## src/pkg/pfc_pkg.sv

```systemverilog
// shared constants, register map and state type of the fault supervisor
package pfc_pkg;
	// clock and counter sizing
	localparam int unsigned CLK_HZ       = 20_000_000;
	localparam int unsigned CYC_PER_US   = CLK_HZ / 1_000_000;
	localparam int unsigned CNT_W        = 24;

	// supervisory times in microseconds
	localparam int unsigned HL_FILTER_US = 300;
	localparam int unsigned LL_TIMER_US  = 25_000;
	localparam int unsigned LOCKOUT_US   = 500_000;
	localparam int unsigned BUV_DELAY_US = 515_000;
	localparam int unsigned SAG_BLANK_US = 20_000;
	localparam int unsigned BO_BLANK_US  = 50_000;
	localparam int unsigned REMOVAL_US   = 32_000;
	localparam int unsigned SAMPLE_US    = 1_000;

	// the same times in clock cycles
	localparam int unsigned HL_FILTER_CYC = HL_FILTER_US * CYC_PER_US;
	localparam int unsigned LL_TIMER_CYC  = LL_TIMER_US * CYC_PER_US;
	localparam int unsigned LOCKOUT_CYC   = LOCKOUT_US * CYC_PER_US;
	localparam int unsigned BUV_DELAY_CYC = BUV_DELAY_US * CYC_PER_US;
	localparam int unsigned SAG_BLANK_CYC = SAG_BLANK_US * CYC_PER_US;
	localparam int unsigned BO_BLANK_CYC  = BO_BLANK_US * CYC_PER_US;
	localparam int unsigned REMOVAL_CYC   = REMOVAL_US * CYC_PER_US;
	localparam int unsigned SAMPLE_CYC    = SAMPLE_US * CYC_PER_US;

	// synchronised pin vector layout
	localparam int unsigned PIN_BELOW_STOP  = 0;
	localparam int unsigned PIN_ABOVE_START = 1;
	localparam int unsigned PIN_ABOVE_HL    = 2;
	localparam int unsigned PIN_BELOW_LL    = 3;
	localparam int unsigned PIN_BELOW_DISCH = 4;
	localparam int unsigned PIN_SUPPLY_ON   = 5;
	localparam int unsigned PIN_TEMP_HOT    = 6;
	localparam int unsigned PIN_TEMP_COOL   = 7;
	localparam int unsigned PIN_FB_UVP      = 8;
	localparam int unsigned PIN_FB_BUV      = 9;
	localparam int unsigned PIN_FB_DRE      = 10;
	localparam int unsigned PIN_REDUND_OV   = 11;
	localparam int unsigned PIN_STATIC_OV   = 12;
	localparam int unsigned PIN_FB_NOMINAL  = 13;
	localparam int unsigned PIN_LEVEL_LSB   = 14;
	localparam int unsigned LEVEL_W         = 8;
	localparam int unsigned PIN_W           = PIN_LEVEL_LSB + LEVEL_W;

	// register map, byte addresses
	localparam logic [3:0]  CTRL_OFS     = 4'h0;
	localparam logic [3:0]  STATUS_OFS   = 4'h4;
	localparam int unsigned CTRL_RUN_BIT = 0;
	localparam logic [31:0] CTRL_RESET   = 32'h00000001;
	localparam int unsigned STATE_LSB    = 10;

	typedef enum logic [2:0] {
		ST_OFF, ST_RUN, ST_STOP_BUV, ST_STOP_BO, ST_BUV_HOLD, ST_LATCHED, ST_DISCHARGE
	} state_t;
endpackage

```

## src/rtl/event_timer.sv

```systemverilog
// run-gated counter that flags a terminal count of clock cycles
`timescale 1ns/1ns
`default_nettype none
module event_timer #(
	parameter int unsigned TERMINAL = 2
) (
	// clock and reset
	input  wire logic clk_i,
	input  wire logic rst_i,
	// counting control and expiry
	input  wire logic run_i,
	output logic      done_o
);
	localparam logic [pfc_pkg::CNT_W-1:0] LAST = pfc_pkg::CNT_W'(TERMINAL - 1);
	logic [pfc_pkg::CNT_W-1:0] count_ff;

	// counts while run is high, restarts from zero when run drops
	always_ff @(posedge clk_i or posedge rst_i) begin
		if (rst_i) begin
			count_ff <= '0;
			done_o   <= 1'b0;
		end else if (!run_i) begin
			count_ff <= '0;
			done_o   <= 1'b0;
		end else if (count_ff >= LAST) begin
			done_o   <= 1'b1; // holds while run stays high
		end else begin
			count_ff <= count_ff + 1'b1;
		end
	end
endmodule
`default_nettype wire

```

## src/rtl/pfc_fault_supervisor.sv

```systemverilog
// supervisory fault sequencer with line-range, sag, brown-out and line-removal logic
// Operation
// Line below stop threshold for sag blanking time flags a line sag.
// Line sag starts a soft-stop and inhibits continuous conduction throughout.
// Line-recovered pulse resets the bulk-undervoltage restart delay.
// Line-recovered pulse aborts the soft-stop and grounds the control voltage.
// Operation starts only with line above start threshold and supply on.
// Line below stop threshold for brown-out blanking time is a brown-out fault.
// High-line selected after line above 236 V for 300 us.
// Low-line selected after line below 222 V for 25 ms.
// After going low-line, high-line is blocked for 500 ms.
// High-line divides bandwidth and gain by 4, halves foldback level.
// Line-removal detection runs in every state.
// Line samples restart removal timer on any slope; expiry means removal.
// Removal enables discharge sink, stops gate drive, grounds ready.
// Discharge sink stays on until line pin below discharge end threshold.
// Line back during discharge: keep discharging, then restart from start-up.
// Over-temperature turns off; stays off until temperature falls to cool.
// Feedback below 12 percent of reference is an output undervoltage fault.
// Redundant overvoltage with feedback not above 95.5 percent latches off.
// Hard faults stop drive, ground ready, enter lowest consumption at once.
// Bulk undervoltage grounds ready, soft-stops to static overvoltage, then off.
// Brown-out keeps ready high through soft-stop to static level, then off.
// Fault cleared: restart if supply on, else charge supply and wait.
// Feedback below 1.8 V reference flags bulk undervoltage.
// After bulk undervoltage soft-stop, wait 515 ms unless line recovers.
// All timers are clocked counters with parameter terminal counts.
`timescale 1ns/1ns
`default_nettype none
module pfc_fault_supervisor #(
	parameter int unsigned HL_FILTER_CYC = pfc_pkg::HL_FILTER_CYC,
	parameter int unsigned LL_TIMER_CYC  = pfc_pkg::LL_TIMER_CYC,
	parameter int unsigned LOCKOUT_CYC   = pfc_pkg::LOCKOUT_CYC,
	parameter int unsigned BUV_DELAY_CYC = pfc_pkg::BUV_DELAY_CYC,
	parameter int unsigned SAG_BLANK_CYC = pfc_pkg::SAG_BLANK_CYC,
	parameter int unsigned BO_BLANK_CYC  = pfc_pkg::BO_BLANK_CYC,
	parameter int unsigned REMOVAL_CYC   = pfc_pkg::REMOVAL_CYC,
	parameter int unsigned SAMPLE_CYC    = pfc_pkg::SAMPLE_CYC
) (
	// clock and reset
	input  wire logic        clk_i,
	input  wire logic        rst_i,
	// line comparators
	input  wire logic        line_below_stop_i,
	input  wire logic        line_above_start_i,
	input  wire logic        line_above_hl_i,
	input  wire logic        line_below_ll_i,
	input  wire logic        line_below_discharge_i,
	input  wire logic [7:0]  line_level_i,
	// supply, feedback and temperature comparators
	input  wire logic        supply_on_i,
	input  wire logic        temp_hot_i,
	input  wire logic        temp_cool_i,
	input  wire logic        fb_below_uvp_i,
	input  wire logic        fb_below_buv_i,
	input  wire logic        fb_above_dre_i,
	input  wire logic        fb_near_nominal_i,
	input  wire logic        redundant_overvoltage_i,
	input  wire logic        static_overvoltage_level_i,
	// power stage controls
	output logic             gate_drive_en_o,
	output logic             converter_ready_out_o,
	output logic             soft_stop_o,
	output logic             vcontrol_ground_o,
	output logic             ccm_inhibit_o,
	output logic             discharge_sink_en_o,
	output logic             low_power_o,
	output logic             startup_charge_o,
	// line range controls
	output logic             high_line_o,
	output logic             bw_div4_o,
	output logic             foldback_half_o,
	// avalon-mm slave
	input  wire logic [3:0]  avs_address_i,
	input  wire logic        avs_read_i,
	input  wire logic        avs_write_i,
	input  wire logic [31:0] avs_writedata_i,
	output logic      [31:0] avs_readdata_o,
	output logic             avs_waitrequest_o
);
	logic [pfc_pkg::PIN_W-1:0] pin_s;
	logic below_stop, above_start, above_hl, below_ll, below_disch, supply_on;
	logic temp_hot, temp_cool, fb_uvp, fb_buv, fb_dre, redund_ov, static_ov, fb_nominal;
	logic [pfc_pkg::LEVEL_W-1:0] level_s;
	logic [pfc_pkg::LEVEL_W-1:0] prev_level_ff;
	pfc_pkg::state_t state_ff, nxt_state;
	logic sag_ff, recover_ff, bo_fault_ff, otp_ff, latched_shutdown_ff;
	logic high_line_ff, lockout_ff, armed_ff, slope_ff;
	logic sag_done, bo_done, hl_done, ll_done, lock_done, buv_done, rem_done, tick;
	logic low_line_fault, output_undervoltage_fault, supply_lockout_fault;
	logic over_temp_fault, bulk_undervoltage_fault, hard_fault, line_removal;
	logic [31:0] ctrl_ff;
	logic run_en;

	// every comparator and the line code pass two flip-flops
	pin_sync #(
		.WIDTH(pfc_pkg::PIN_W)
	) u_sync (
		.clk_i  (clk_i),
		.rst_i  (rst_i),
		.async_i({line_level_i, fb_near_nominal_i, static_overvoltage_level_i,
		          redundant_overvoltage_i, fb_above_dre_i, fb_below_buv_i, fb_below_uvp_i,
		          temp_cool_i, temp_hot_i, supply_on_i, line_below_discharge_i,
		          line_below_ll_i, line_above_hl_i, line_above_start_i, line_below_stop_i}),
		.sync_o (pin_s)
	);

	// named views of the synchronised pins
	assign below_stop  = pin_s[pfc_pkg::PIN_BELOW_STOP];
	assign above_start = pin_s[pfc_pkg::PIN_ABOVE_START];
	assign above_hl    = pin_s[pfc_pkg::PIN_ABOVE_HL];
	assign below_ll    = pin_s[pfc_pkg::PIN_BELOW_LL];
	assign below_disch = pin_s[pfc_pkg::PIN_BELOW_DISCH];
	assign supply_on   = pin_s[pfc_pkg::PIN_SUPPLY_ON];
	assign temp_hot    = pin_s[pfc_pkg::PIN_TEMP_HOT];
	assign temp_cool   = pin_s[pfc_pkg::PIN_TEMP_COOL];
	assign fb_uvp      = pin_s[pfc_pkg::PIN_FB_UVP];
	assign fb_buv      = pin_s[pfc_pkg::PIN_FB_BUV];
	assign fb_dre      = pin_s[pfc_pkg::PIN_FB_DRE];
	assign redund_ov   = pin_s[pfc_pkg::PIN_REDUND_OV];
	assign static_ov   = pin_s[pfc_pkg::PIN_STATIC_OV];
	assign fb_nominal  = pin_s[pfc_pkg::PIN_FB_NOMINAL];
	assign level_s     = pin_s[pfc_pkg::PIN_LEVEL_LSB +: pfc_pkg::LEVEL_W];

	// supervisory timers, all counting internal clock cycles
	event_timer #(.TERMINAL(SAG_BLANK_CYC)) u_sag (
		.clk_i(clk_i), .rst_i(rst_i), .run_i(below_stop), .done_o(sag_done));
	event_timer #(.TERMINAL(BO_BLANK_CYC)) u_bo (
		.clk_i(clk_i), .rst_i(rst_i), .run_i(below_stop), .done_o(bo_done));
	event_timer #(.TERMINAL(HL_FILTER_CYC)) u_hl (
		.clk_i(clk_i), .rst_i(rst_i), .run_i(above_hl && !high_line_ff && !lockout_ff),
		.done_o(hl_done));
	event_timer #(.TERMINAL(LL_TIMER_CYC)) u_ll (
		.clk_i(clk_i), .rst_i(rst_i), .run_i(below_ll && high_line_ff),
		.done_o(ll_done));
	event_timer #(.TERMINAL(LOCKOUT_CYC)) u_lock (
		.clk_i(clk_i), .rst_i(rst_i), .run_i(lockout_ff), .done_o(lock_done));
	event_timer #(.TERMINAL(BUV_DELAY_CYC)) u_buv (
		.clk_i(clk_i), .rst_i(rst_i), .run_i(state_ff == pfc_pkg::ST_BUV_HOLD && !recover_ff),
		.done_o(buv_done));
	event_timer #(.TERMINAL(SAMPLE_CYC)) u_tick (
		.clk_i(clk_i), .rst_i(rst_i), .run_i(!tick), .done_o(tick));
	event_timer #(.TERMINAL(REMOVAL_CYC)) u_rem (
		.clk_i(clk_i), .rst_i(rst_i), .run_i(!slope_ff), .done_o(rem_done));

	// sag flag and the one-cycle line-recovered pulse
	always_ff @(posedge clk_i or posedge rst_i) begin
		if (rst_i) begin
			sag_ff     <= 1'b0;
			recover_ff <= 1'b0;
		end else begin
			sag_ff     <= below_stop && (sag_done || sag_ff); // stale done must not hold it
			recover_ff <= sag_ff && !below_stop;
		end
	end

	// brown-out fault, cleared once the line is above the start threshold
	always_ff @(posedge clk_i or posedge rst_i) begin
		if (rst_i) begin
			bo_fault_ff <= 1'b0;
		end else begin
			bo_fault_ff <= bo_done || (bo_fault_ff && !above_start);
		end
	end

	// over-temperature with hysteresis and the permanent latch-off
	always_ff @(posedge clk_i or posedge rst_i) begin
		if (rst_i) begin
			otp_ff              <= 1'b0;
			latched_shutdown_ff <= 1'b0;
		end else begin
			otp_ff              <= temp_hot || (otp_ff && !temp_cool);
			latched_shutdown_ff <= latched_shutdown_ff || (redund_ov && !fb_dre);
		end
	end

	// line range selection with low-line lockout
	always_ff @(posedge clk_i or posedge rst_i) begin
		if (rst_i) begin
			high_line_ff <= 1'b0;
			lockout_ff   <= 1'b0;
		end else begin
			if (ll_done) begin
				high_line_ff <= 1'b0;
			end else if (hl_done) begin
				high_line_ff <= 1'b1;
			end
			if (ll_done) begin
				lockout_ff <= 1'b1;
			end else if (lock_done) begin
				lockout_ff <= 1'b0;
			end
		end
	end

	// line sampling, slope detection and removal re-arm, active in every state
	always_ff @(posedge clk_i or posedge rst_i) begin
		if (rst_i) begin
			prev_level_ff <= '0;
			slope_ff      <= 1'b0;
			armed_ff      <= 1'b1;
		end else begin
			slope_ff <= tick && (level_s != prev_level_ff);
			if (tick) begin
				prev_level_ff <= level_s;
			end
			if (slope_ff) begin
				armed_ff <= 1'b1;
			end else if (nxt_state == pfc_pkg::ST_DISCHARGE) begin
				armed_ff <= 1'b0; // removal consumed until the line moves again
			end
		end
	end

	// fault classification
	assign low_line_fault            = bo_fault_ff;
	assign over_temp_fault           = otp_ff;
	assign output_undervoltage_fault = fb_uvp;
	assign supply_lockout_fault      = !supply_on;
	assign bulk_undervoltage_fault   = fb_buv;
	assign hard_fault   = over_temp_fault || output_undervoltage_fault ||
	                      supply_lockout_fault || latched_shutdown_ff;
	assign line_removal = rem_done && armed_ff;
	assign run_en       = ctrl_ff[pfc_pkg::CTRL_RUN_BIT];

	// sequencer next state
	always_comb begin
		nxt_state = state_ff;
		case (state_ff)
			pfc_pkg::ST_OFF: begin
				if (latched_shutdown_ff) begin
					nxt_state = pfc_pkg::ST_LATCHED;
				end else if (!hard_fault && !low_line_fault && above_start && run_en) begin
					nxt_state = pfc_pkg::ST_RUN;
				end
			end
			pfc_pkg::ST_RUN: begin
				if (hard_fault) begin
					nxt_state = pfc_pkg::ST_OFF;
				end else if (low_line_fault) begin
					nxt_state = pfc_pkg::ST_STOP_BO;
				end else if (bulk_undervoltage_fault) begin
					nxt_state = pfc_pkg::ST_STOP_BUV;
				end
			end
			pfc_pkg::ST_STOP_BUV: begin
				if (hard_fault || recover_ff) begin
					nxt_state = pfc_pkg::ST_OFF;
				end else if (static_ov) begin
					nxt_state = pfc_pkg::ST_BUV_HOLD;
				end
			end
			pfc_pkg::ST_STOP_BO: begin
				if (hard_fault || static_ov) begin
					nxt_state = pfc_pkg::ST_OFF;
				end
			end
			pfc_pkg::ST_BUV_HOLD: begin
				if (recover_ff || buv_done) begin
					nxt_state = pfc_pkg::ST_OFF;
				end
			end
			pfc_pkg::ST_LATCHED: begin
				nxt_state = pfc_pkg::ST_LATCHED;
			end
			pfc_pkg::ST_DISCHARGE: begin
				if (below_disch) begin
					nxt_state = pfc_pkg::ST_OFF;
				end
			end
			default: begin
				nxt_state = pfc_pkg::ST_OFF;
			end
		endcase
		if (line_removal && state_ff != pfc_pkg::ST_DISCHARGE) begin
			nxt_state = pfc_pkg::ST_DISCHARGE;
		end
	end

	// state register
	always_ff @(posedge clk_i or posedge rst_i) begin
		if (rst_i) begin
			state_ff <= pfc_pkg::ST_OFF;
		end else begin
			state_ff <= nxt_state;
		end
	end

	// power stage outputs, registered from the next state except ccm_inhibit_o, which follows sag_ff
	always_ff @(posedge clk_i or posedge rst_i) begin
		if (rst_i) begin
			gate_drive_en_o       <= 1'b0;
			converter_ready_out_o <= 1'b0;
			soft_stop_o           <= 1'b0;
			vcontrol_ground_o     <= 1'b1;
			ccm_inhibit_o         <= 1'b0;
			discharge_sink_en_o   <= 1'b0;
			low_power_o           <= 1'b1;
			startup_charge_o      <= 1'b0;
		end else begin
			gate_drive_en_o     <= nxt_state == pfc_pkg::ST_RUN ||
			                       nxt_state == pfc_pkg::ST_STOP_BUV ||
			                       nxt_state == pfc_pkg::ST_STOP_BO;
			if (nxt_state == pfc_pkg::ST_RUN) begin
				converter_ready_out_o <= fb_nominal;
			end else if (nxt_state != pfc_pkg::ST_STOP_BO) begin
				converter_ready_out_o <= 1'b0;
			end // brown-out soft-stop keeps ready as it was
			soft_stop_o         <= !recover_ff && (nxt_state == pfc_pkg::ST_STOP_BUV ||
			                       nxt_state == pfc_pkg::ST_STOP_BO ||
			                       (nxt_state == pfc_pkg::ST_RUN && sag_ff));
			vcontrol_ground_o   <= recover_ff || nxt_state != pfc_pkg::ST_RUN &&
			                       nxt_state != pfc_pkg::ST_STOP_BUV &&
			                       nxt_state != pfc_pkg::ST_STOP_BO;
			ccm_inhibit_o       <= sag_ff;
			discharge_sink_en_o <= nxt_state == pfc_pkg::ST_DISCHARGE;
			low_power_o         <= nxt_state == pfc_pkg::ST_OFF ||
			                       nxt_state == pfc_pkg::ST_LATCHED ||
			                       nxt_state == pfc_pkg::ST_BUV_HOLD;
			startup_charge_o    <= !supply_on && (nxt_state == pfc_pkg::ST_OFF ||
			                       nxt_state == pfc_pkg::ST_BUV_HOLD ||
			                       nxt_state == pfc_pkg::ST_LATCHED);
		end
	end

	// line range driven gain and foldback settings
	always_ff @(posedge clk_i or posedge rst_i) begin
		if (rst_i) begin
			high_line_o     <= 1'b0;
			bw_div4_o       <= 1'b0;
			foldback_half_o <= 1'b0;
		end else begin
			high_line_o     <= high_line_ff;
			bw_div4_o       <= high_line_ff;
			foldback_half_o <= high_line_ff;
		end
	end

	// bus handshake: one wait cycle, then the request completes
	always_ff @(posedge clk_i or posedge rst_i) begin
		if (rst_i) begin
			avs_waitrequest_o <= 1'b1;
		end else begin
			avs_waitrequest_o <= !((avs_read_i || avs_write_i) && avs_waitrequest_o);
		end
	end

	// control register write at the completing edge
	always_ff @(posedge clk_i or posedge rst_i) begin
		if (rst_i) begin
			ctrl_ff <= pfc_pkg::CTRL_RESET;
		end else if (avs_write_i && !avs_waitrequest_o &&
		             avs_address_i[3:2] == pfc_pkg::CTRL_OFS[3:2]) begin
			ctrl_ff <= {31'h00000000, avs_writedata_i[pfc_pkg::CTRL_RUN_BIT]};
		end
	end

	// read data captured during the wait cycle, unmapped reads return zero
	always_ff @(posedge clk_i or posedge rst_i) begin
		if (rst_i) begin
			avs_readdata_o <= 32'h00000000;
		end else if (avs_read_i && avs_waitrequest_o) begin
			case (avs_address_i[3:2])
				pfc_pkg::CTRL_OFS[3:2]: begin
					avs_readdata_o <= ctrl_ff;
				end
				pfc_pkg::STATUS_OFS[3:2]: begin
					avs_readdata_o <= {19'h00000, state_ff, converter_ready_out_o,
					                   discharge_sink_en_o, latched_shutdown_ff,
					                   supply_lockout_fault, output_undervoltage_fault,
					                   over_temp_fault, bulk_undervoltage_fault,
					                   low_line_fault, sag_ff, high_line_ff};
				end
				default: begin
					avs_readdata_o <= 32'h00000000;
				end
			endcase
		end
	end
endmodule
`default_nettype wire

```

## src/rtl/pin_sync.sv

```systemverilog
// two flip-flop synchroniser for a vector of asynchronous pins
`timescale 1ns/1ns
`default_nettype none
module pin_sync #(
	parameter int unsigned WIDTH = 1
) (
	// clock and reset
	input  wire logic             clk_i,
	input  wire logic             rst_i,
	// pins and their synchronised copy
	input  wire logic [WIDTH-1:0] async_i,
	output logic      [WIDTH-1:0] sync_o
);
	logic [WIDTH-1:0] meta_ff;

	// first stage feeds only the second stage
	genvar g;
	generate
		for (g = 0; g < WIDTH; g++) begin : g_bit
			always_ff @(posedge clk_i or posedge rst_i) begin
				if (rst_i) begin
					meta_ff[g] <= 1'b0;
					sync_o[g]  <= 1'b0;
				end else begin
					meta_ff[g] <= async_i[g];
					sync_o[g]  <= meta_ff[g];
				end
			end
		end
	endgenerate
endmodule
`default_nettype wire

```

## config.mk

```make
export PLATFORM = sky130hd
export DESIGN_NAME = pfc_fault_supervisor
export DESIGN_NICKNAME = d
export VERILOG_FILES = /design/src/pkg/pfc_pkg.sv /design/src/rtl/event_timer.sv /design/src/rtl/pfc_fault_supervisor.sv /design/src/rtl/pin_sync.sv
export SDC_FILE = /design/constraint.sdc
export NUM_CORES = 1
export LEC_CHECK = 0
export BUFFER_PORTS_ARGS = -buffer_cell sky130_fd_sc_hd__buf_2
export CELL_PAD_IN_SITES_DETAIL_PLACEMENT = 1
export CELL_PAD_IN_SITES_GLOBAL_PLACEMENT = 1
export CORE_MARGIN = 4
export CORE_UTILIZATION = 25
export DETAILED_ROUTE_END_ITERATION = 6
export PLACE_DENSITY = 0.59
export SYNTH_ARGS = -nofsm -noshare
export SYNTH_HDL_FRONTEND = slang
export SYNTH_HIERARCHICAL = 1
export SYNTH_SLANG_ARGS = --single-unit
```

## constraint.sdc

```tcl
create_clock -name clk_i -period 2.3 [get_ports clk_i]
set_input_delay 0.115 -clock clk_i [delete_from_list [all_inputs] [get_ports clk_i]]
set_output_delay 0.115 -clock clk_i [all_outputs]
set_load 0.03 [all_outputs]
```

==> impl_metrics.env <==
export IMPL_status="complete, but fails checks"
export IMPL_violations="negative setup slack"
export IMPL_crit_required_ns=2.74
export IMPL_async_flop_share_pct=100
export IMPL_leakage_nw=7.30
export IMPL_post_synth_fa_ha_maj_area_fraction_pct=0.726
export IMPL_hold_end="u_sync/meta_ff[2]"
export IMPL_power_density_nw_per_um2=714
export IMPL_synth_area_mux_share_pct=2.48
export IMPL_fin_tns_setup_ns=-0.00795
export IMPL_grt_pass1_vias=11300
export IMPL_postSynthRegisterBits=288
export IMPL_drtIter0Drc=561
export IMPL_firstDrtPassIters=4
export IMPL_totalPowerFinal_w=0.0122
export IMPL_skew_ns=0.0244
export IMPL_core_sq_um=54200
export IMPL_clkTransAtPathRegs_ns=0.06
export IMPL_cts_sinks=288
export IMPL_io_pins=106
export IMPL_netlist_area_sq_um=13800
export IMPL_fin_ws_ns=-0.00795
export IMPL_worst_pin_slew_ns=0.938
export IMPL_synth_simple_area_share_pct=22.7
export IMPL_whs_path_depth=2
export IMPL_hpwlAfterDp_microns=24300
export IMPL_gp_congestion=0.749
export IMPL_cts_tree="done"
export IMPL_hold_viol_final=0
export IMPL_hold_slack_ns=0.216
export IMPL_grtUsageTotal_pct=12.1
export IMPL_synth_top_family_by_area="simple AND/OR/NAND/NOR gates"
export IMPL_area_delta_synth_final_pct=24.2
export IMPL_max_slew_margin_pct=37.4
export IMPL_layout_drive_gt1_share_pct=23.2
export IMPL_ys_seq_area_share_pct=52.3
export IMPL_cts_root_buf="clkbuf_16"
export IMPL_worstSetupPathType="flop to flop"
export IMPL_antenna_found_initial=5
export IMPL_rsz0062_at_grt="yes"
export IMPL_synthFlopType="dfrtp_1"
export IMPL_maxCapViolations=0
export IMPL_max_vdd_ir_drop_mv=0.416
export IMPL_post_route_cell_area_sq_um=17100
export IMPL_yosysWarnings=6
export IMPL_clk_latency_ns=0.55
export IMPL_cp_end_kind="flop"
export IMPL_die_h_microns=243
export IMPL_grt_max_degree=28
export IMPL_period_minus_slack_ns=2.31
export IMPL_layout_commonest_cell="dfrtp_1"
export IMPL_reg2reg_from="u_sag/count_ff[15]"
export IMPL_dr_total_vias=10700
export IMPL_htree_levels=2
export IMPL_hp_start="line_above_hl_i"
export IMPL_cts_buffers=35
export IMPL_setup_violations=1
export IMPL_clk_path_buf_depth=3
export IMPL_reg2reg_to="u_sag/count_ff[13]"
export IMPL_synth_compound_area_share_pct=14.9
export IMPL_final_cell_mix="282 x dfrtp_1, 107 x buf_4, 90 x nand2_1"
export IMPL_fp_row_count=85
export IMPL_holdCritPathClass="input port to flop"
export IMPL_drc=0
export IMPL_netlist_instances=1294
export IMPL_ant_nets=0
export IMPL_fill_cells=6073
export IMPL_startpoint_type="flop"
export IMPL_avgViaCountPerCell=4.86
export IMPL_port_buffers=53
export IMPL_overflow=0
export IMPL_critical_path_max_fanout=4
export IMPL_synth_xor_area_share_pct=1.90
export IMPL_final_nets=1549
export IMPL_fmax_mhz=433
export IMPL_drv_slew=0
export IMPL_synth_cell_types=99
export IMPL_reg2regPathDepth=5
export IMPL_min_period_over_period_pct=100
export IMPL_die_area_sq_um=59000
export IMPL_grt_pass1_wl_microns=59600
export IMPL_drt_total_wl_microns=35900
export IMPL_r2r_setup_slack_ns=-0.008
export IMPL_avgSynthCellArea_sq_um=10.7
export IMPL_dieWidth_microns=243
export IMPL_initial_core_util_pct=25.4
export IMPL_routedWlPerCell_microns=16.3
export IMPL_post_dp_cell_area_sq_um=15300
export IMPL_fin_util_pct=31.6
export IMPL_cp_data_arrival_time_ns=2.75
export IMPL_synth_edf_count=0
==> report_power, final <==
| part | switching [W] | total, W | internal [W] |
|---|---|---|---|
| registers | 0.000152 | 0.00537 | 0.00522 |
| logic | 0.000665 | 0.00103 | 0.000366 |
| clock network | 0.00223 | 0.00582 | 0.00360 |
==> worst max-delay path, cell delays in order (launching register included) <==
cell and delay (ns):
dfrtp_1 0.37, or4_4 0.57, a311o_1 0.37, or3_4 0.41
or3_4 0.38, a21oi_2 0.13
==> synthesized netlist by cell type (39+ instances only) <==
cell type / count / area (sq um)
inv_1: 46 / 173
and2_1: 46 / 288
or4_1: 45 / 338
or3_1: 44 / 275
nand2_1: 90 / 338
nand3_1: 54 / 270
o21ai_0: 39 / 195
o31ai_1: 44 / 330
a21oi_1: 86 / 430
nor2_1: 57 / 214
dfrtp_1: 283 / 7080
nand4_1: 43 / 269
==> how the worst max path moves through the flow <==
stage                                    from                  to  slack, ns  cells past startpoint
final                      u_sag/count_ff[15]  u_sag/count_ff[13]     -0.008                      5
after global routing       u_sag/count_ff[15]  u_sag/count_ff[15]      -0.08                      5
after CTS                  u_sag/count_ff[15]  u_sag/count_ff[13]      -0.03                      5
after detailed placement     u_hl/count_ff[1]   u_hl/count_ff[11]      -0.12                      6
after global placement    u_lock/count_ff[12]  u_lock/count_ff[8]       -0.1                      6
after floorplan           u_lock/count_ff[16]  u_lock/count_ff[0]      0.007                      7
==> layer usage <==
metal	global-route usage [%]	vias to the layer above	routed length, microns
met3	2.53	42	1210
met5	0	-	0
met2	20.3	102	17500
met1	15.9	5434	16600
li1	-	5133	-
met4	3.04	0	653
==> repair_timing <==
action                                  CTS  global route
endpoints found under the hold margin   245             0
pin swaps                                12            15
setup buffers                             4             6
hold buffers                             29             0
endpoints found under the setup margin   21            59
resized for setup                        13            42
gates cloned                              1             4
==> flip-flops by register name, indices dropped and copies added, names as in the netlist, 3 cells and up <==
| signal | cells |
|---|---|
| avs_readdata_o | 13 |
| u_bo/count_ff | 24 |
| u_ll/count_ff | 24 |
| u_rem/count_ff | 24 |
| prev_level_ff | 8 |
| u_sync/sync_o | 22 |
| u_sag/count_ff | 24 |
| u_tick/count_ff | 24 |
| u_buv/count_ff | 24 |
| u_lock/count_ff | 24 |
| u_sync/meta_ff | 22 |
| state_ff | 3 |
| u_hl/count_ff | 24 |
==> through the flow <==
step,setup WS (ns),std cells
finish,-0.00795,2203
CTS,-0.0327,2189
global route,-0.0845,2201
detailed placement,-0.119,2094
floorplan,0.00724,1312
global placement,-0.0969,2094
==> logic make-up after synthesis <==
kind of cell | Yosys count
simple gates | 527
compound gates | 290
flops | 288
buf+inv | 118
mux | 33
xor+xnor | 29
fa+ha+maj | 8
other cells | 1
==> layout make-up <==
class	instances	area [sq um]	share of cell area, %
Clock inverter	14	214	1.25
Timing Repair Buffer	196	1440	8.43
Sequential cell	288	7210	42.1
Multi-Input combinational cell	908	6200	36.2
Antenna cell	4	10.0	0.0584
Inverter	50	189	1.10
Clock buffer	47	992	5.79
Tap cell	696	871	5.08
Note: power is estimated with default switching activity, not from simulation.
